$ cat src/design/rocf_pkg.sv
// package: register map, field layout, resets and types for the output mode configuration block
package rocf_pkg;

    // register byte offsets
    localparam logic [7:0] OFS_STAGE1_FUNC = 8'h00;
    localparam logic [7:0] OFS_STAGE2_FUNC = 8'h04;
    localparam logic [7:0] OFS_STAGE3_FUNC = 8'h08;
    localparam logic [7:0] OFS_STAGE4_FUNC = 8'h0c;
    localparam logic [7:0] OFS_PULSE_MODE = 8'h10;
    localparam logic [7:0] OFS_TRIP_IND_SRC = 8'h14;
    localparam logic [7:0] OFS_CONTROL = 8'h18;
    localparam logic [7:0] OFS_STATUS = 8'h1c;
    localparam logic [7:0] OFS_IRQ_STATUS = 8'h20;
    localparam logic [7:0] OFS_IRQ_MASK = 8'h24;
    localparam logic [7:0] OFS_INDICATION = 8'h28;
    localparam logic [7:0] OFS_PULSE_LEN = 8'h2c;
    localparam logic [7:0] OFS_CHECKSUM = 8'h30;

    // reset values
    localparam logic [7:0] RST_STAGE_FUNC = 8'h01;
    localparam logic [7:0] RST_PULSE_MODE = 8'hff;
    localparam logic [7:0] RST_TRIP_IND_SRC = 8'h0a;
    localparam logic [15:0] RST_PULSE_LEN = 16'h00fa;

    // stage function field positions
    localparam int FUNC_FREQ_BIT = 0;
    localparam int FUNC_BOTH_BIT = 1;
    localparam int FUNC_RATE_BIT = 2;
    localparam int FUNC_LATCH_BIT = 3;

    // control register field positions
    localparam int CTL_SETTING_BIT = 0;
    localparam int CTL_RECOV_EN_BIT = 1;
    localparam int CTL_IND_RESET_BIT = 2;
    localparam int CTL_SEL_LSB = 4;
    localparam int CTL_SWITCH_LSB = 8;

    // pulse length time base: 1 us per tick at 250 MHz
    localparam int CLK_MHZ = 250;
    localparam int TICK_NS = 1000;
    localparam int TICK_CYCLES = (TICK_NS * CLK_MHZ) / 1000;

    typedef enum logic [1:0] {
        ROCF_OFF,
        ROCF_FREQ,
        ROCF_BOTH,
        ROCF_RATE
    } rocf_mode_type;

    typedef struct packed {
        logic [3:0] start;
        logic [3:0] trip;
    } rocf_stage_type;

    typedef struct packed {
        logic [3:0] freq_pickup;
        logic [3:0] rate_pickup;
    } rocf_meas_type;

endpackage : rocf_pkg

$ cat src/design/rocf_top.sv
// output mode configuration: switchgroups, output pulse shaping, indicator, display data
//
// Notes on behaviour
// - switches 1,2,3 pick freq, both, rate
// - switch 4 low: start code clears
// - switch 4 high: start code stays latched
// - mode bit high: output follows stage
// - mode bit low: output pulses then drops
// - mode bits alternate start/trip, default all ones
// - selected output lights shared trip indicator
// - selected output starts recovery when enabled
// - select bits alternate start/trip, default trips 1,2
// - setting mode shows switch number and position
// - normal service shows only group checksums
// - checksum is weighted sum of set switches
// - trip code and indicator latch until reset
`timescale 1ns/1ps
`default_nettype none

module rocf_top
    import rocf_pkg::*;
#(
    parameter int PULSE_W = 16
)
(
    // clock and reset
    input wire logic i_clk,
    input wire logic i_sys_rst,
    // avalon-mm slave
    input wire logic [7:0] i_avs_address,
    input wire logic i_avs_read,
    input wire logic i_avs_write,
    input wire logic [31:0] i_avs_writedata,
    input wire logic [3:0] i_avs_byteenable,
    output logic [31:0] o_avs_readdata,
    output logic o_avs_waitrequest,
    // protection stage inputs
    input wire rocf_meas_type i_meas,
    input wire rocf_stage_type i_stage_trip,
    input wire logic i_ind_reset,
    // outputs
    output rocf_stage_type o_outputs,
    output logic o_trip_led,
    output logic o_recovery_start,
    output logic [3:0] o_disp_switch_num,
    output logic o_disp_switch_pos,
    output logic [7:0] o_disp_checksum,
    output logic o_irq
);

    logic [7:0] func_reg [4];
    logic [7:0] pulse_mode_reg;
    logic [7:0] trip_src_reg;
    logic [10:0] control_reg;
    logic [7:0] irq_status_reg;
    logic [7:0] irq_mask_reg;
    logic [PULSE_W-1:0] pulse_len_reg;
    logic [3:0] start_code_reg;
    logic [3:0] trip_code_reg;
    logic trip_led_reg;
    logic recovery_reg;
    logic ack_reg;
    logic [31:0] rdata_reg;
    logic [7:0] tick_cnt_reg;
    logic tick;
    logic [7:0] raw_out;
    logic [7:0] out_reg;
    logic [7:0] prev_raw_reg;
    logic [7:0] prev_out_reg;
    logic [PULSE_W-1:0] pulse_cnt_reg [8];
    rocf_mode_type mode [4];
    logic [3:0] start_raw;
    logic wr_en;
    logic rd_en;
    logic [7:0] ind_fire;
    logic [7:0] irq_set;
    logic [7:0] sel_group;
    logic [2:0] sel_switch;
    logic ind_clr;

    assign wr_en = i_avs_write && !ack_reg;
    assign rd_en = i_avs_read && !ack_reg;
    assign o_avs_waitrequest = (i_avs_read || i_avs_write) && !ack_reg;
    assign o_avs_readdata = rdata_reg;

    // one wait state, then accept
    always_ff @(posedge i_clk)
    begin
        if (i_sys_rst)
            ack_reg <= 1'b0;
        else
            ack_reg <= (i_avs_read || i_avs_write) && !ack_reg;
    end

    // configuration register writes
    always_ff @(posedge i_clk)
    begin
        if (i_sys_rst)
        begin
            for (int k = 0; k < 4; k++)
                func_reg[k] <= RST_STAGE_FUNC;
            pulse_mode_reg <= RST_PULSE_MODE;
            trip_src_reg <= RST_TRIP_IND_SRC;
            control_reg <= 8'h00;
            irq_mask_reg <= 8'h00;
            pulse_len_reg <= PULSE_W'(RST_PULSE_LEN);
        end
        else if (wr_en && i_avs_byteenable[0])
        begin
            if (i_avs_address == OFS_STAGE1_FUNC)
                func_reg[0] <= i_avs_writedata[7:0];
            else if (i_avs_address == OFS_STAGE2_FUNC)
                func_reg[1] <= i_avs_writedata[7:0];
            else if (i_avs_address == OFS_STAGE3_FUNC)
                func_reg[2] <= i_avs_writedata[7:0];
            else if (i_avs_address == OFS_STAGE4_FUNC)
                func_reg[3] <= i_avs_writedata[7:0];
            else if (i_avs_address == OFS_PULSE_MODE)
                pulse_mode_reg <= i_avs_writedata[7:0];
            else if (i_avs_address == OFS_TRIP_IND_SRC)
                trip_src_reg <= i_avs_writedata[7:0];
            else if (i_avs_address == OFS_CONTROL)
                control_reg <= i_avs_writedata[10:0] & ~(11'h001 << CTL_IND_RESET_BIT);
            else if (i_avs_address == OFS_IRQ_MASK)
                irq_mask_reg <= i_avs_writedata[7:0];
            else if (i_avs_address == OFS_PULSE_LEN)
                pulse_len_reg <= i_avs_writedata[PULSE_W-1:0];
        end
    end

    // read mux
    always_ff @(posedge i_clk)
    begin
        if (i_sys_rst)
            rdata_reg <= 32'h0000_0000;
        else if (rd_en)
        begin
            if (i_avs_address == OFS_STAGE1_FUNC)
                rdata_reg <= {24'h00_0000, func_reg[0]};
            else if (i_avs_address == OFS_STAGE2_FUNC)
                rdata_reg <= {24'h00_0000, func_reg[1]};
            else if (i_avs_address == OFS_STAGE3_FUNC)
                rdata_reg <= {24'h00_0000, func_reg[2]};
            else if (i_avs_address == OFS_STAGE4_FUNC)
                rdata_reg <= {24'h00_0000, func_reg[3]};
            else if (i_avs_address == OFS_PULSE_MODE)
                rdata_reg <= {24'h00_0000, pulse_mode_reg};
            else if (i_avs_address == OFS_TRIP_IND_SRC)
                rdata_reg <= {24'h00_0000, trip_src_reg};
            else if (i_avs_address == OFS_CONTROL)
                rdata_reg <= {21'h0_0000, control_reg};
            else if (i_avs_address == OFS_STATUS)
                rdata_reg <= {22'h00_0000, recovery_reg, trip_led_reg, out_reg};
            else if (i_avs_address == OFS_IRQ_STATUS)
                rdata_reg <= {24'h00_0000, irq_status_reg};
            else if (i_avs_address == OFS_IRQ_MASK)
                rdata_reg <= {24'h00_0000, irq_mask_reg};
            else if (i_avs_address == OFS_INDICATION)
                rdata_reg <= {16'h0000, 4'h0, trip_code_reg, 4'h0, start_code_reg};
            else if (i_avs_address == OFS_PULSE_LEN)
                rdata_reg <= 32'(pulse_len_reg);
            else if (i_avs_address == OFS_CHECKSUM)
                rdata_reg <= {24'h00_0000, o_disp_checksum};
            else
                rdata_reg <= 32'h0000_0000;
        end
    end

    // stage pickup from function select; switches 5-8 unused
    generate
        for (genvar s = 0; s < 4; s++)
        begin : g_stage
            always_comb
            begin
                if (func_reg[s][FUNC_FREQ_BIT])
                    mode[s] = ROCF_FREQ;
                else if (func_reg[s][FUNC_BOTH_BIT])
                    mode[s] = ROCF_BOTH;
                else if (func_reg[s][FUNC_RATE_BIT])
                    mode[s] = ROCF_RATE;
                else
                    mode[s] = ROCF_OFF;
            end
            always_comb
            begin
                case (mode[s])
                    ROCF_FREQ: start_raw[s] = i_meas.freq_pickup[s];
                    ROCF_BOTH: start_raw[s] = i_meas.freq_pickup[s] && i_meas.rate_pickup[s];
                    ROCF_RATE: start_raw[s] = i_meas.rate_pickup[s];
                    default: start_raw[s] = 1'b0;
                endcase
            end
            // interleave: even bit start, odd bit trip
            assign raw_out[2*s] = start_raw[s];
            assign raw_out[2*s+1] = i_stage_trip.trip[s] && start_raw[s];
        end
    endgenerate

    // pulse length time base
    always_ff @(posedge i_clk)
    begin
        if (i_sys_rst || tick)
            tick_cnt_reg <= 8'h00;
        else
            tick_cnt_reg <= tick_cnt_reg + 8'h01;
    end
    assign tick = (tick_cnt_reg == 8'(TICK_CYCLES - 1));

    // per-output continuous or pulse shaping
    generate
        for (genvar b = 0; b < 8; b++)
        begin : g_out
            always_ff @(posedge i_clk)
            begin
                if (i_sys_rst)
                begin
                    pulse_cnt_reg[b] <= '0;
                    out_reg[b] <= 1'b0;
                end
                else if (pulse_mode_reg[b])
                begin
                    out_reg[b] <= raw_out[b];
                    pulse_cnt_reg[b] <= '0;
                end
                else if (raw_out[b] && !prev_raw_reg[b])
                begin
                    out_reg[b] <= (pulse_len_reg != '0);
                    pulse_cnt_reg[b] <= pulse_len_reg;
                end
                else if (!raw_out[b] || pulse_cnt_reg[b] == '0)
                begin
                    out_reg[b] <= 1'b0;
                    pulse_cnt_reg[b] <= '0;
                end
                else if (tick)
                begin
                    pulse_cnt_reg[b] <= pulse_cnt_reg[b] - PULSE_W'(1);
                    if (pulse_cnt_reg[b] == PULSE_W'(1))
                        out_reg[b] <= 1'b0;
                end
            end
        end
    endgenerate

    always_ff @(posedge i_clk)
    begin
        if (i_sys_rst)
        begin
            prev_raw_reg <= 8'h00;
            prev_out_reg <= 8'h00;
        end
        else
        begin
            prev_raw_reg <= raw_out;
            prev_out_reg <= out_reg;
        end
    end

    assign o_outputs.start = {out_reg[6], out_reg[4], out_reg[2], out_reg[0]};
    assign o_outputs.trip = {out_reg[7], out_reg[5], out_reg[3], out_reg[1]};
    assign ind_fire = out_reg & trip_src_reg;
    assign ind_clr = i_ind_reset || (wr_en && i_avs_address == OFS_CONTROL && i_avs_writedata[CTL_IND_RESET_BIT]);

    // start and trip indication codes
    generate
        for (genvar s = 0; s < 4; s++)
        begin : g_code
            always_ff @(posedge i_clk)
            begin
                if (i_sys_rst)
                begin
                    start_code_reg[s] <= 1'b0;
                    trip_code_reg[s] <= 1'b0;
                end
                else
                begin
                    if (raw_out[2*s+1])
                        trip_code_reg[s] <= 1'b1;
                    else if (ind_clr)
                        trip_code_reg[s] <= 1'b0;
                    if (raw_out[2*s+1])
                        start_code_reg[s] <= 1'b0;
                    else if (start_raw[s])
                        start_code_reg[s] <= 1'b1;
                    else if (ind_clr || !func_reg[s][FUNC_LATCH_BIT])
                        start_code_reg[s] <= 1'b0;
                    // latched otherwise
                end
            end
        end
    endgenerate

    // shared trip indicator and recovery start; a new event wins over a clear
    always_ff @(posedge i_clk)
    begin
        if (i_sys_rst)
            trip_led_reg <= 1'b0;
        else if (|ind_fire)
            trip_led_reg <= 1'b1;
        else if (ind_clr)
            trip_led_reg <= 1'b0;
    end

    always_ff @(posedge i_clk)
    begin
        if (i_sys_rst)
            recovery_reg <= 1'b0;
        else
            recovery_reg <= (|(ind_fire & ~prev_out_reg)) && control_reg[CTL_RECOV_EN_BIT];
    end
    assign o_trip_led = trip_led_reg;
    assign o_recovery_start = recovery_reg;

    // interrupts: unshaped raw_out rising edges, write one to clear, set wins
    assign irq_set = raw_out & ~prev_raw_reg;
    always_ff @(posedge i_clk)
    begin
        if (i_sys_rst)
            irq_status_reg <= 8'h00;
        else if (wr_en && i_avs_address == OFS_IRQ_STATUS && i_avs_byteenable[0])
            irq_status_reg <= (irq_status_reg & ~i_avs_writedata[7:0]) | irq_set;
        else
            irq_status_reg <= irq_status_reg | irq_set;
    end
    assign o_irq = |(irq_status_reg & irq_mask_reg);

    // display: group and switch chosen by control register
    assign sel_group = {5'h00, control_reg[CTL_SEL_LSB +: 3]};
    assign sel_switch = control_reg[CTL_SWITCH_LSB +: 3];
    always_ff @(posedge i_clk)
    begin
        if (i_sys_rst)
        begin
            o_disp_checksum <= RST_STAGE_FUNC;
            o_disp_switch_num <= 4'h0;
            o_disp_switch_pos <= 1'b0;
        end
        else
        begin
            // weighted sum equals the group value
            if (sel_group < 8'h04)
                o_disp_checksum <= func_reg[sel_group[1:0]];
            else if (sel_group == 8'h04)
                o_disp_checksum <= pulse_mode_reg;
            else
                o_disp_checksum <= trip_src_reg;
            if (control_reg[CTL_SETTING_BIT])
            begin
                o_disp_switch_num <= {1'b0, sel_switch} + 4'h1;
                o_disp_switch_pos <= o_disp_checksum[sel_switch];
            end
            else
            begin
                o_disp_switch_num <= 4'h0;
                o_disp_switch_pos <= 1'b0;
            end
        end
    end

endmodule : rocf_top

`default_nettype wire

$ cat config.mk
export PLATFORM = sky130hd
export DESIGN_NAME = rocf_top
export DESIGN_NICKNAME = d
export VERILOG_FILES = /design/src/design/rocf_pkg.sv /design/src/design/rocf_top.sv
export SDC_FILE = /design/constraint.sdc
export NUM_CORES = 1
export LEC_CHECK = 0
export BUFFER_PORTS_ARGS = -buffer_cell sky130_fd_sc_hd__clkbuf_2
export CORE_ASPECT_RATIO = 0.9
export CORE_MARGIN = 3
export CORE_UTILIZATION = 35
export CTS_CLUSTER_DIAMETER = 100
export DETAILED_ROUTE_END_ITERATION = 8
export GPL_ROUTABILITY_DRIVEN = 0
export PLACE_DENSITY = 0.6
export SLEW_MARGIN = 20
export SYNTH_ARGS = -nofsm -noshare
export SYNTH_HDL_FRONTEND = slang
export SYNTH_SLANG_ARGS = --single-unit
$ cat constraint.sdc
create_clock -name i_clk -period 3.2 [get_ports i_clk]
set_clock_uncertainty 0.2 [all_clocks]
set_input_delay 0.8 -clock i_clk [delete_from_list [all_inputs] [get_ports i_clk]]
set_output_delay 0.8 -clock i_clk [all_outputs]
set_load 0.01 [all_outputs]
==> results of run 1 <==
## kinds of logic (layout without fill, tap and decap cells)
kind of cell	Yosys count	in the layout	share of synthesized area
buf+inv	148	283	0.0426
compound gates	362	362	0.157
fa+ha+maj	27	27	0.0212
xor+xnor	117	117	0.0642
other cells	1	16	0.000235
simple gates	660	660	0.207
mux	52	52	0.0407
flops	292	292	0.467
## critical path, stage by stage (launching register included)
cell,delay (ns)
edfxtp_1,0.43
or3_1,0.49
nor4_1,0.49
nand3_1,0.18
nand4_1,0.47
o21ai_0,0.23
## area by class of cell
cell class                      instances  share of cell area
Timing Repair Buffer                  177              0.0614
Clock buffer                           48              0.0510
Sequential cell                       292               0.402
Tap cell                              600              0.0405
Inverter                               45             0.00912
Multi-Input combinational cell       1234               0.428
Clock inverter                         13             0.00831
## synthesized netlist by cell type (19+ instances only)
master / n
a21oi_1: 54
and2_1: 23
buf_4: 20
clkbuf_1: 56
dfxtp_1: 132
edfxtp_1: 160
ha_1: 27
inv_1: 44
mux2i_1: 39
nand2_1: 200
nand2b_1: 21
nand3_1: 42
nand4_1: 21
nor2_1: 148
nor2b_1: 24
nor3_1: 36
nor4_1: 54
o211ai_1: 19
o21ai_0: 94
o2bb2ai_1: 67
xnor2_1: 78
xor2_1: 39
## through the flow
| stage | total power [mW] | utilization |
|---|---|---|
| after floorplan | 4.33 | - |
| after global placement | 4.53 | 0.391 |
| after detailed placement | 4.53 | 0.391 |
| after CTS | 8.45 | 0.416 |
| after global routing | 8.65 | 0.416 |
| final | 8.41 | 0.416 |
## metal layers
| layer | share of wire | GRT usage | routed length [µm] |
|---|---|---|---|
| met5 | 0.00025 | 0 | 13 |
| met4 | 0.028 | 0.0573 | 1460 |
| met3 | 0.097 | 0.0495 | 5120 |
| met2 | 0.43 | 0.317 | 22500 |
| met1 | 0.45 | 0.313 | 23800 |
## power breakdown
part | total [mW] | internal (mW) | switching (mW)
logic | 0.428 | 0.143 | 0.285
clock network | 3.94 | 2.32 | 1.62
registers | 4.04 | 3.97 | 0.0729
## worst max-delay path by stage
stage	startpoint	endpoint	slack [ns]	depth (start not counted)
6_report	pulse_cnt_reg[1][39]	pulse_cnt_reg[1][41]	0.40	5
5_1_grt	pulse_cnt_reg[1][39]	pulse_cnt_reg[1][41]	0.20	5
4_1_cts	pulse_cnt_reg[1][39]	pulse_cnt_reg[1][41]	0.39	5
3_5_place_dp	i_avs_address[1]	o_avs_readdata[3]	0.18	8
3_3_place_gp	i_avs_address[1]	o_avs_readdata[3]	0.17	8
2_1_floorplan	i_avs_address[4]	func_reg[3][0]	0.13	5
==> metrics.md, run 1 <==
| Metric | Value |
|---|---|
| Final #Nets | `1876` |
| Fin crit period | `2.80 ns` |
| Post-synthesis area per instance | `9.62 µm²` |
| Starting Density | `0.358` |
| # Post-CTS Setup Buffers | `0` |
| Max Slew Vio Count | `0` |
| Pleak | `7.49 nW` |
| Detailed Route WL | `52.9 mm` |
| Layout Cells excl Fill | `2409` |
| Hold_ws | `0.255 ns` |
| Mean number of vias per cell | `5.71` |
| Share of cells above drive strength 1 | `0.148` |
| VDD IR-drop max | `302 µV` |
| Placed Cells | `2348` |
| # setup viols final | `0` |
| Vias | `13700` |
| Clock buffer depth | `3` |
| Die H | `209 µm` |
| Post-CTS sizing | `0` |
| Max-Cap Viols | `0` |
| DRT antenna net count | `0` |
| Pre-CTS setup slack | `0.178 ns` |
| Die W | `231 µm` |
| Type of origin of the critical path | `register` |
| Post-synth ARST share | `0` |
| Number of flip-flops in the largest register | `128` |
| Period utilization | `0.874` |
| R2R depth | `5` |
| Hold Path Depth | `2` |
| CP Capture Type | `register` |
| Count of cell types in the netlist | `85` |
| RSZ-0062 raised after global routing | `no` |
| Ant. Diodes | `0` |
| R2R setup slack | `0.40 ns` |
| Fin area | `18500 µm²` |
| Clock slew at reported path FFs | `0.06 ns` |
| Clock Latency Late Sink | `0.52 ns` |
| Clock root cell | `clkbuf_16` |
| Setup WS post-layout | `0.403 ns` |
| Worst Tran Pin Value | `1.04 ns` |
| Hold Buf Count CTS | `0` |
| Global-route wire length before repair | `79.7 mm` |
| Synth warnings | `0` |
| # port buffers | `82` |
| Sequential area share after synthesis | `0.467` |
| Post-synth EDFFs | `160` |
| Multi-input logic area | `7930 µm²` |
| Achievable frequency | `358 MHz` |
| Clock H-tree levels | `2` |
| CP required | `3.22 ns` |
| Status | `completed` |
| Initial antenna violation count | `1` |
| Worst hold start | `o_avs_readdata[8]` |
| Power per standard cell area | `454 nW/µm²` |
| Placed inst area | `17400 µm²` |
| Total I/O pin count | `122` |
| Post-synth top flop | `edfxtp_1` |
| HPWL after detailed placement | `37.7 mm` |
| TritonCTS buffer count | `34` |
| Area delta synth->final | `16.1%` |
| Cell taking the most area after synthesis | `edfxtp_1` |
| Post-synthesis cell count | `1659` |
| Critical path arrival | `2.82 ns` |
| Core box area | `44600 µm²` |
| Vias in the first global route | `13000` |
| Wirelength per Cell | `22.0 µm` |
| Flops & latches, synth | `292` |
| Total global routing overflow | `0` |
| Global-route usage over all layers | `0.214` |
| Setup TNS | `0 ns` |
| Reg-to-reg startpoint | `pulse_cnt_reg[1][39]` |
| WS Path Type | `register to register` |
| DRC | `0` |
| Die area | `48200 µm²` |
| Sequential Area | `7450 µm²` |
| R2r endpoint | `pulse_cnt_reg[1][41]` |
| Synth top area share | `0.301` |
| FP Rows | `73` |
| Most common cell after layout, fill and taps aside | `nand2_1` |
| Post-Syn Area | `16000 µm²` |
| 1st-iter DRT viols | `1606` |
| Hold EP | `o_avs_readdata[8]` |
| Worst-path fanout max | `16` |
| Pin count of the biggest net entering global routing | `38` |
| CTS tree | `done` |
| Synth top area cells | `edfxtp_1 (30%), dfxtp_1 (17%), nand2_1 (4.7%)` |
| Rel. slew slack | `0.307` |
| # clock sinks | `292` |
| Drt pass-1 iters | `6` |
| Final Hold Viols | `0` |
| Fill cells | `4357` |
| Hold WC Path Type | `register to register` |
| Most frequent cells in the layout | `nand2_1 (200), edfxtp_1 (160), nor2_1 (148)` |
No activity file was read; power rests on OpenSTA's default activity.
==> run 2, diff against run 1 <==
--- a/config.mk
+++ b/config.mk
@@ -5,6 +5,8 @@
 export SDC_FILE = /design/constraint.sdc
 export NUM_CORES = 1
 export LEC_CHECK = 0
+export ABC_AREA = 1
+export ABC_CLOCK_PERIOD_IN_PS = 3200
 export BUFFER_PORTS_ARGS = -buffer_cell sky130_fd_sc_hd__clkbuf_2
 export CORE_ASPECT_RATIO = 0.9
 export CORE_MARGIN = 3
==> run 2 against run 1 <==
Net effect: count of clock-buffer cells in the layout rose by 7; sequential share of layout area rose by 1.0 points; worst setup slack improved by 0.025 ns; via count rose by 0.67%; power fell by 0.75%; sequential power barely moved; register-to-register slack improved by 0.17 ns; utilization barely moved; first-iteration DRC count fell by 21%; non-clock buffer count fell by 30; design area fell by 2.5%; critical path type is now register to output port.
==> metrics.md, run 2 <==
| Metric | Value |
|---|---|
| Status | `completed` |
| Clock power frac | `0.480` |
| CTS tree | `done` |
| Period utilization | `0.866` |
| Placed Cells | `2601` |
| Reg-to-reg startpoint | `func_reg[2][0]` |
| Post-synthesis cell count | `1915` |
| Vias | `13800` |
| Starting Density | `0.358` |
| Post-Syn Area | `15500 µm²` |
| Mean number of vias per cell | `5.19` |
| Setup WS post-layout | `0.428 ns` |
| Clock buffer depth | `3` |
| Sequential Power Share | `0.482` |
| Fill cells | `4434` |
| Worst hold start | `o_avs_readdata[3]` |
| Area delta synth->final | `16.1%` |
| Share of cells above drive strength 1 | `0.112` |
| Max Slew Vio Count | `0` |
| Hold WC Path Type | `register to register` |
| Synth top area share | `0.309` |
| Hold EP | `o_avs_readdata[3]` |
| R2r endpoint | `pulse_cnt_reg[1][28]` |
| Pleak | `8.22 nW` |
| Sequential area share after synthesis | `0.479` |
| R2R setup slack | `0.57 ns` |
| Achievable frequency | `361 MHz` |
| WS Path Type | `register to output port` |
| Flops & latches, synth | `292` |
| Multi-input logic area | `6830 µm²` |
| Worst-path fanout max | `3` |
| Clock Latency Late Sink | `0.52 ns` |
| # Post-CTS Setup Buffers | `0` |
| Hold_ws | `0.267 ns` |
| Worst Tran Pin Value | `0.757 ns` |
| Post-synth EDFFs | `160` |
| Placed inst area | `16900 µm²` |
| TritonCTS buffer count | `34` |
| DRC | `0` |
| Die area | `47000 µm²` |
| Clock H-tree levels | `2` |
| Clock root cell | `clkbuf_16` |
| Post-synthesis area per instance | `8.12 µm²` |
| Sw Ratio | `0.222` |
| Final core utilization | `0.416` |
| Total power | `8.35 mW` |
| Post-synth ARST share | `0` |
| Fin crit period | `2.77 ns` |
| Pin count of the biggest net entering global routing | `34` |
| Post-CTS sizing | `0` |
| Pre-CTS setup slack | `0.214 ns` |
| RSZ-0062 raised after global routing | `no` |
| Initial antenna violation count | `0` |
| Synth top area cells | `edfxtp_1 (31%), dfxtp_1 (17%), nand2_1 (7.3%)` |
| Count of cell types in the netlist | `50` |
| Final Hold Viols | `0` |
| # port buffers | `82` |
| Detailed Route WL | `48.6 mm` |
| Type of origin of the critical path | `register` |
| Vias in the first global route | `12800` |
| Max-Cap Viols | `0` |
| Core box area | `43400 µm²` |
| Total global routing overflow | `0` |
| FP Rows | `72` |
| Power per standard cell area | `462 nW/µm²` |
| 1st-iter DRT viols | `1269` |
| Global-route wire length before repair | `74.4 mm` |
| Post-synth top flop | `edfxtp_1` |
| VDD IR-drop max | `367 µV` |
| Cell taking the most area after synthesis | `edfxtp_1` |
| Logic gate share of total power | `0.038` |
| Layout Cells excl Fill | `2664` |
| R2R depth | `11` |
| Commonest cells in the netlist | `nand2_1 (304), inv_1 (246), nor2_1 (246)` |
| Synth warnings | `0` |
| DRT antenna net count | `0` |
| Die W | `228 µm` |
| HPWL after detailed placement | `35.7 mm` |
| Number of flip-flops in the largest register | `128` |
| Fin area | `18100 µm²` |
| # setup viols final | `0` |
| Critical path arrival | `1.77 ns` |
| Hold Buf Count CTS | `0` |
| Sequential Area | `7450 µm²` |
| Psw | `1.85 mW` |
| CP required | `2.20 ns` |
| Wirelength per Cell | `18.2 µm` |
| Global-route usage over all layers | `0.201` |
| Clock slew at reported path FFs | `0.06 ns` |
| Total I/O pin count | `122` |
| Top-count cell post-synth | `nand2_1` |
| Internal | `6.49 mW` |
| Die H | `206 µm` |
| Hold Path Depth | `2` |
| Most common cell after layout, fill and taps aside | `nand2_1` |
| Setup TNS | `0 ns` |
| # clock sinks | `292` |
| Drt pass-1 iters | `6` |
| Most frequent cells in the layout | `nand2_1 (304), inv_1 (246), nor2_1 (246)` |
| Final #Nets | `2137` |
| CP Capture Type | `output port` |
| Rel. slew slack | `0.496` |
## run 2: metal layers
metal | routed length (µm) | GRT usage | share of wire
met1 | 22000 | 0.283 | 0.45
met2 | 21300 | 0.315 | 0.44
met3 | 3850 | 0.0335 | 0.079
met4 | 1510 | 0.0647 | 0.031
met5 | 0 | 0 | 0
## run 2: power groups by stage
stage          clock network, mW  logic (mW)  registers [mW]
2_1_floorplan                  0       0.179            4.08
3_3_place_gp                   0       0.305            4.10
3_5_place_dp                   0       0.309            4.10
4_1_cts                     4.07       0.311            4.02
5_1_grt                     4.22       0.346            4.03
6_report                    4.01       0.315            4.02
## run 2: logic make-up after synthesis
| logic type | after synthesis | share of synthesized area |
|---|---|---|
| AOI/OAI and AO/OA | 432 | 0.159 |
| and+or+nand+nor | 739 | 0.203 |
| DFF | 292 | 0.479 |
| adders and majority gates | 27 | 0.0217 |
| buffers and inverters | 331 | 0.0853 |
| other | 1 | 0.000241 |
| xor gates and xnor gates | 93 | 0.0524 |
## run 2: how the worst max path moves through the flow
| stage | start | to | slack (ns) |
|---|---|---|---|
| 4_1_cts | irq_status_reg[2] | o_irq | 0.49 |
| 3_3_place_gp | i_meas[2] | pulse_cnt_reg[1][19] | 0.22 |
| 6_report | irq_status_reg[2] | o_irq | 0.43 |
| 5_1_grt | func_reg[2][0] | pulse_cnt_reg[1][29] | 0.31 |
| 2_1_floorplan | i_avs_address[3] | func_reg[1][0] | 0.40 |
| 3_5_place_dp | i_meas[4] | pulse_cnt_reg[0][22] | 0.21 |
## run 2: layout make-up
| type | instances | area share |
|---|---|---|
| multi-input combinational | 1307 | 0.378 |
| sequential | 292 | 0.412 |
| tap | 592 | 0.0410 |
| inverter | 263 | 0.0547 |
| timing repair buffer | 147 | 0.0499 |
| clock inverter | 7 | 0.00499 |
| antenna | 1 | 0.000139 |
| clock buffer | 55 | 0.0586 |
## run 2: critical path, stage by stage, from the launching register on
cell,delay (ns)
dfxtp_1,0.34
nand2_1,0.09
nand2_1,0.06
a221oi_1,0.30
nand3_1,0.25
clkbuf_2,0.19
==> run 3, diff against run 2 <==
--- a/config.mk
+++ b/config.mk
@@ -15,6 +15,7 @@
 export DETAILED_ROUTE_END_ITERATION = 8
 export GPL_ROUTABILITY_DRIVEN = 0
 export PLACE_DENSITY = 0.6
+export SETUP_SLACK_MARGIN = 0.5
 export SLEW_MARGIN = 20
 export SYNTH_ARGS = -nofsm -noshare
 export SYNTH_HDL_FRONTEND = slang
==> constraint.sdc (replaced) <==
create_clock -name i_clk -period 3.2 [get_ports i_clk]
set_clock_uncertainty 0.2 [all_clocks]
set_input_delay 0.96 -clock i_clk [delete_from_list [all_inputs] [get_ports i_clk]]
set_output_delay 0.96 -clock i_clk [all_outputs]
set_load 0.01 [all_outputs]
==> run 3 against run 2 <==
Net effect: worst setup slack improved by 0.044 ns; critical path depth did not move; maximum frequency rose by 1.6%; combinational power rose by 3%; via count rose by 0.71%; worst hold slack got worse by 0.0028 ns; clock power rose by 5.2%; power rose by 2.6%; global-route usage rose by 0.48 points.
==> metrics.md, run 3 (synthesis gave the netlist of run 2 again) <==
| Metric | Value |
|---|---|
| Sequential Area | `7450 µm²` |
| Pleak | `8.33 nW` |
| 1st-iter DRT viols | `1223` |
| Multi-input logic area | `6930 µm²` |
| Global-route wire length before repair | `75.8 mm` |
| R2R depth | `12` |
| Clock Latency Late Sink | `0.53 ns` |
| Number of flip-flops in the largest register | `128` |
| R2R setup slack | `0.69 ns` |
| Drt pass-1 iters | `5` |
| TritonCTS buffer count | `35` |
| Fill cells | `4450` |
| Mean number of vias per cell | `5.21` |
| Max Slew Vio Count | `0` |
| Vias in the first global route | `13200` |
| Most frequent cells in the layout | `nand2_1 (298), inv_1 (245), nor2_1 (244)` |
| DRC | `0` |
| Initial antenna violation count | `0` |
| VDD IR-drop max | `355 µV` |
| Total power | `8.57 mW` |
| Die W | `228 µm` |
| Core box area | `43400 µm²` |
| Worst-path fanout max | `3` |
| Area delta synth->final | `18.0%` |
| Starting Density | `0.358` |
| Global-route usage over all layers | `0.206` |
| CP startpoint | `irq_mask_reg[3]` |
| Reg-to-reg startpoint | `func_reg[2][0]` |
| Hold Path Depth | `2` |
| HPWL after detailed placement | `36.2 mm` |
| Hold EP | `o_avs_readdata[2]` |
| Final Hold Viols | `0` |
| CP required | `2.04 ns` |
| Ant. Diodes | `0` |
| Period utilization | `0.852` |
| # clock sinks | `292` |
| CP Capture Type | `output port` |
| Worst hold start | `o_avs_readdata[2]` |
| FP Rows | `72` |
| Total I/O pin count | `122` |
| WS Path Type | `register to output port` |
| Clock H-tree levels | `2` |
| R2r endpoint | `pulse_cnt_reg[1][28]` |
| DRT antenna net count | `0` |
| Share of cells above drive strength 1 | `0.126` |
| Clock buffer depth | `3` |
| Wirelength per Cell | `18.6 µm` |
| Worst Tran Pin Value | `0.719 ns` |
| Max incr delay on CP | `0.34 ns` |
| Fin crit period | `2.73 ns` |
| Rel. slew slack | `0.520` |
| CTS tree | `done` |
| Hold WC Path Type | `register to register` |
| Status | `completed` |
| Final #Nets | `2150` |
| Vias | `13900` |
| Clock slew at reported path FFs | `0.06 ns` |
| Setup TNS | `0 ns` |
| Type of origin of the critical path | `register` |
| Die area | `47000 µm²` |
| # port buffers | `82` |
| Max-Cap Viols | `0` |
| Most common cell after layout, fill and taps aside | `nand2_1` |
| Hold Buf Count CTS | `0` |
| Power per standard cell area | `467 nW/µm²` |
| RSZ-0062 raised after global routing | `yes` |
| Die H | `206 µm` |
| Detailed Route WL | `49.8 mm` |
| Slowest-stage cell, CP | `dfxtp_2` |
| Achievable frequency | `367 MHz` |
| # setup viols final | `0` |
| Clock root cell | `clkbuf_16` |
| Total global routing overflow | `0` |
| Critical path arrival | `1.57 ns` |
| Pin count of the biggest net entering global routing | `31` |
| Crit-path most repeated cell | `nand2_2` |
| Cell chain of the critical path | `nand2_2 > nand2_2 > a221oi_4 > nand3_2 > buf_6` |
[run 3: cell types whose count changed in the layout (fill, tap and decap cells not counted), moves of 3 or more]
cell	change
nand2_2	+6
buf_4	+10
nand3_4	+3
nand2_1	-6
dfxtp_1	-4
nand3_1	-5
clkbuf_4	-4
o21ai_1	+5
dfxtp_2	+4
o21ai_0	-5
[run 3: routing by layer]
metal / vias to the layer above / part of all wire / track usage
li1: 6728 / - / -
met1: 6575 / 0.44 / 0.280
met2: 529 / 0.45 / 0.330
met3: 102 / 0.076 / 0.0357
met4: 0 / 0.035 / 0.0771
met5: - / 0 / 0
[run 3: repair_timing]
action                     4_1_cts  5_1_grt
pin swaps                        4        2
gates resized for setup          6       17
buffers inserted                 2        1
setup endpoints to repair        1       64
[run 3: critical path: cells and delay by family, from the launching register on]
kind | cells | cell delay [ns]
AO/OA/AOI/OAI | 1 | 0.24
buffers and inverters | 1 | 0.16
AND/OR/NAND/NOR | 3 | 0.31
flip-flops | 1 | 0.34
[run 3: metrics by stage]
stage	area, µm²	instances	hold WS [ns]	util	worst slack [ns]
after floorplan	15600	1930	0.230	-	0.454
after global placement	17000	2610	0.251	0.392	0.168
after detailed placement	17000	2610	0.258	0.392	0.0399
after CTS	18300	2674	0.267	0.421	0.462
after global routing	18300	2675	0.288	0.423	0.437
final	18300	2675	0.264	0.423	0.473
[run 3: how the worst max path moves through the flow]
stage | slack (ns) | depth (start not counted) | to
floorplan | 0.45 | 7 | func_reg[1][0]
global placement | 0.17 | 9 | pulse_cnt_reg[1][58]
detailed placement | 0.04 | 12 | pulse_cnt_reg[1][54]
CTS | 0.46 | 5 | o_irq
global route | 0.44 | 5 | o_irq
finish | 0.47 | 5 | o_irq
[run 3: area by class of cell]
cell class	instances	share of cell area
flip-flops and latches	292	0.406
multi-input cells	1307	0.377
clock buffers	51	0.0578
repair buffers	159	0.0557
inverters	263	0.0540
well taps	592	0.0404
clock inverters	11	0.00846
[run 3: where the power goes]
group	switching, mW	total (mW)	internal [mW]
sequential	0.0545	4.03	3.97
clock	1.60	4.22	2.62
combinational	0.228	0.324	0.0965
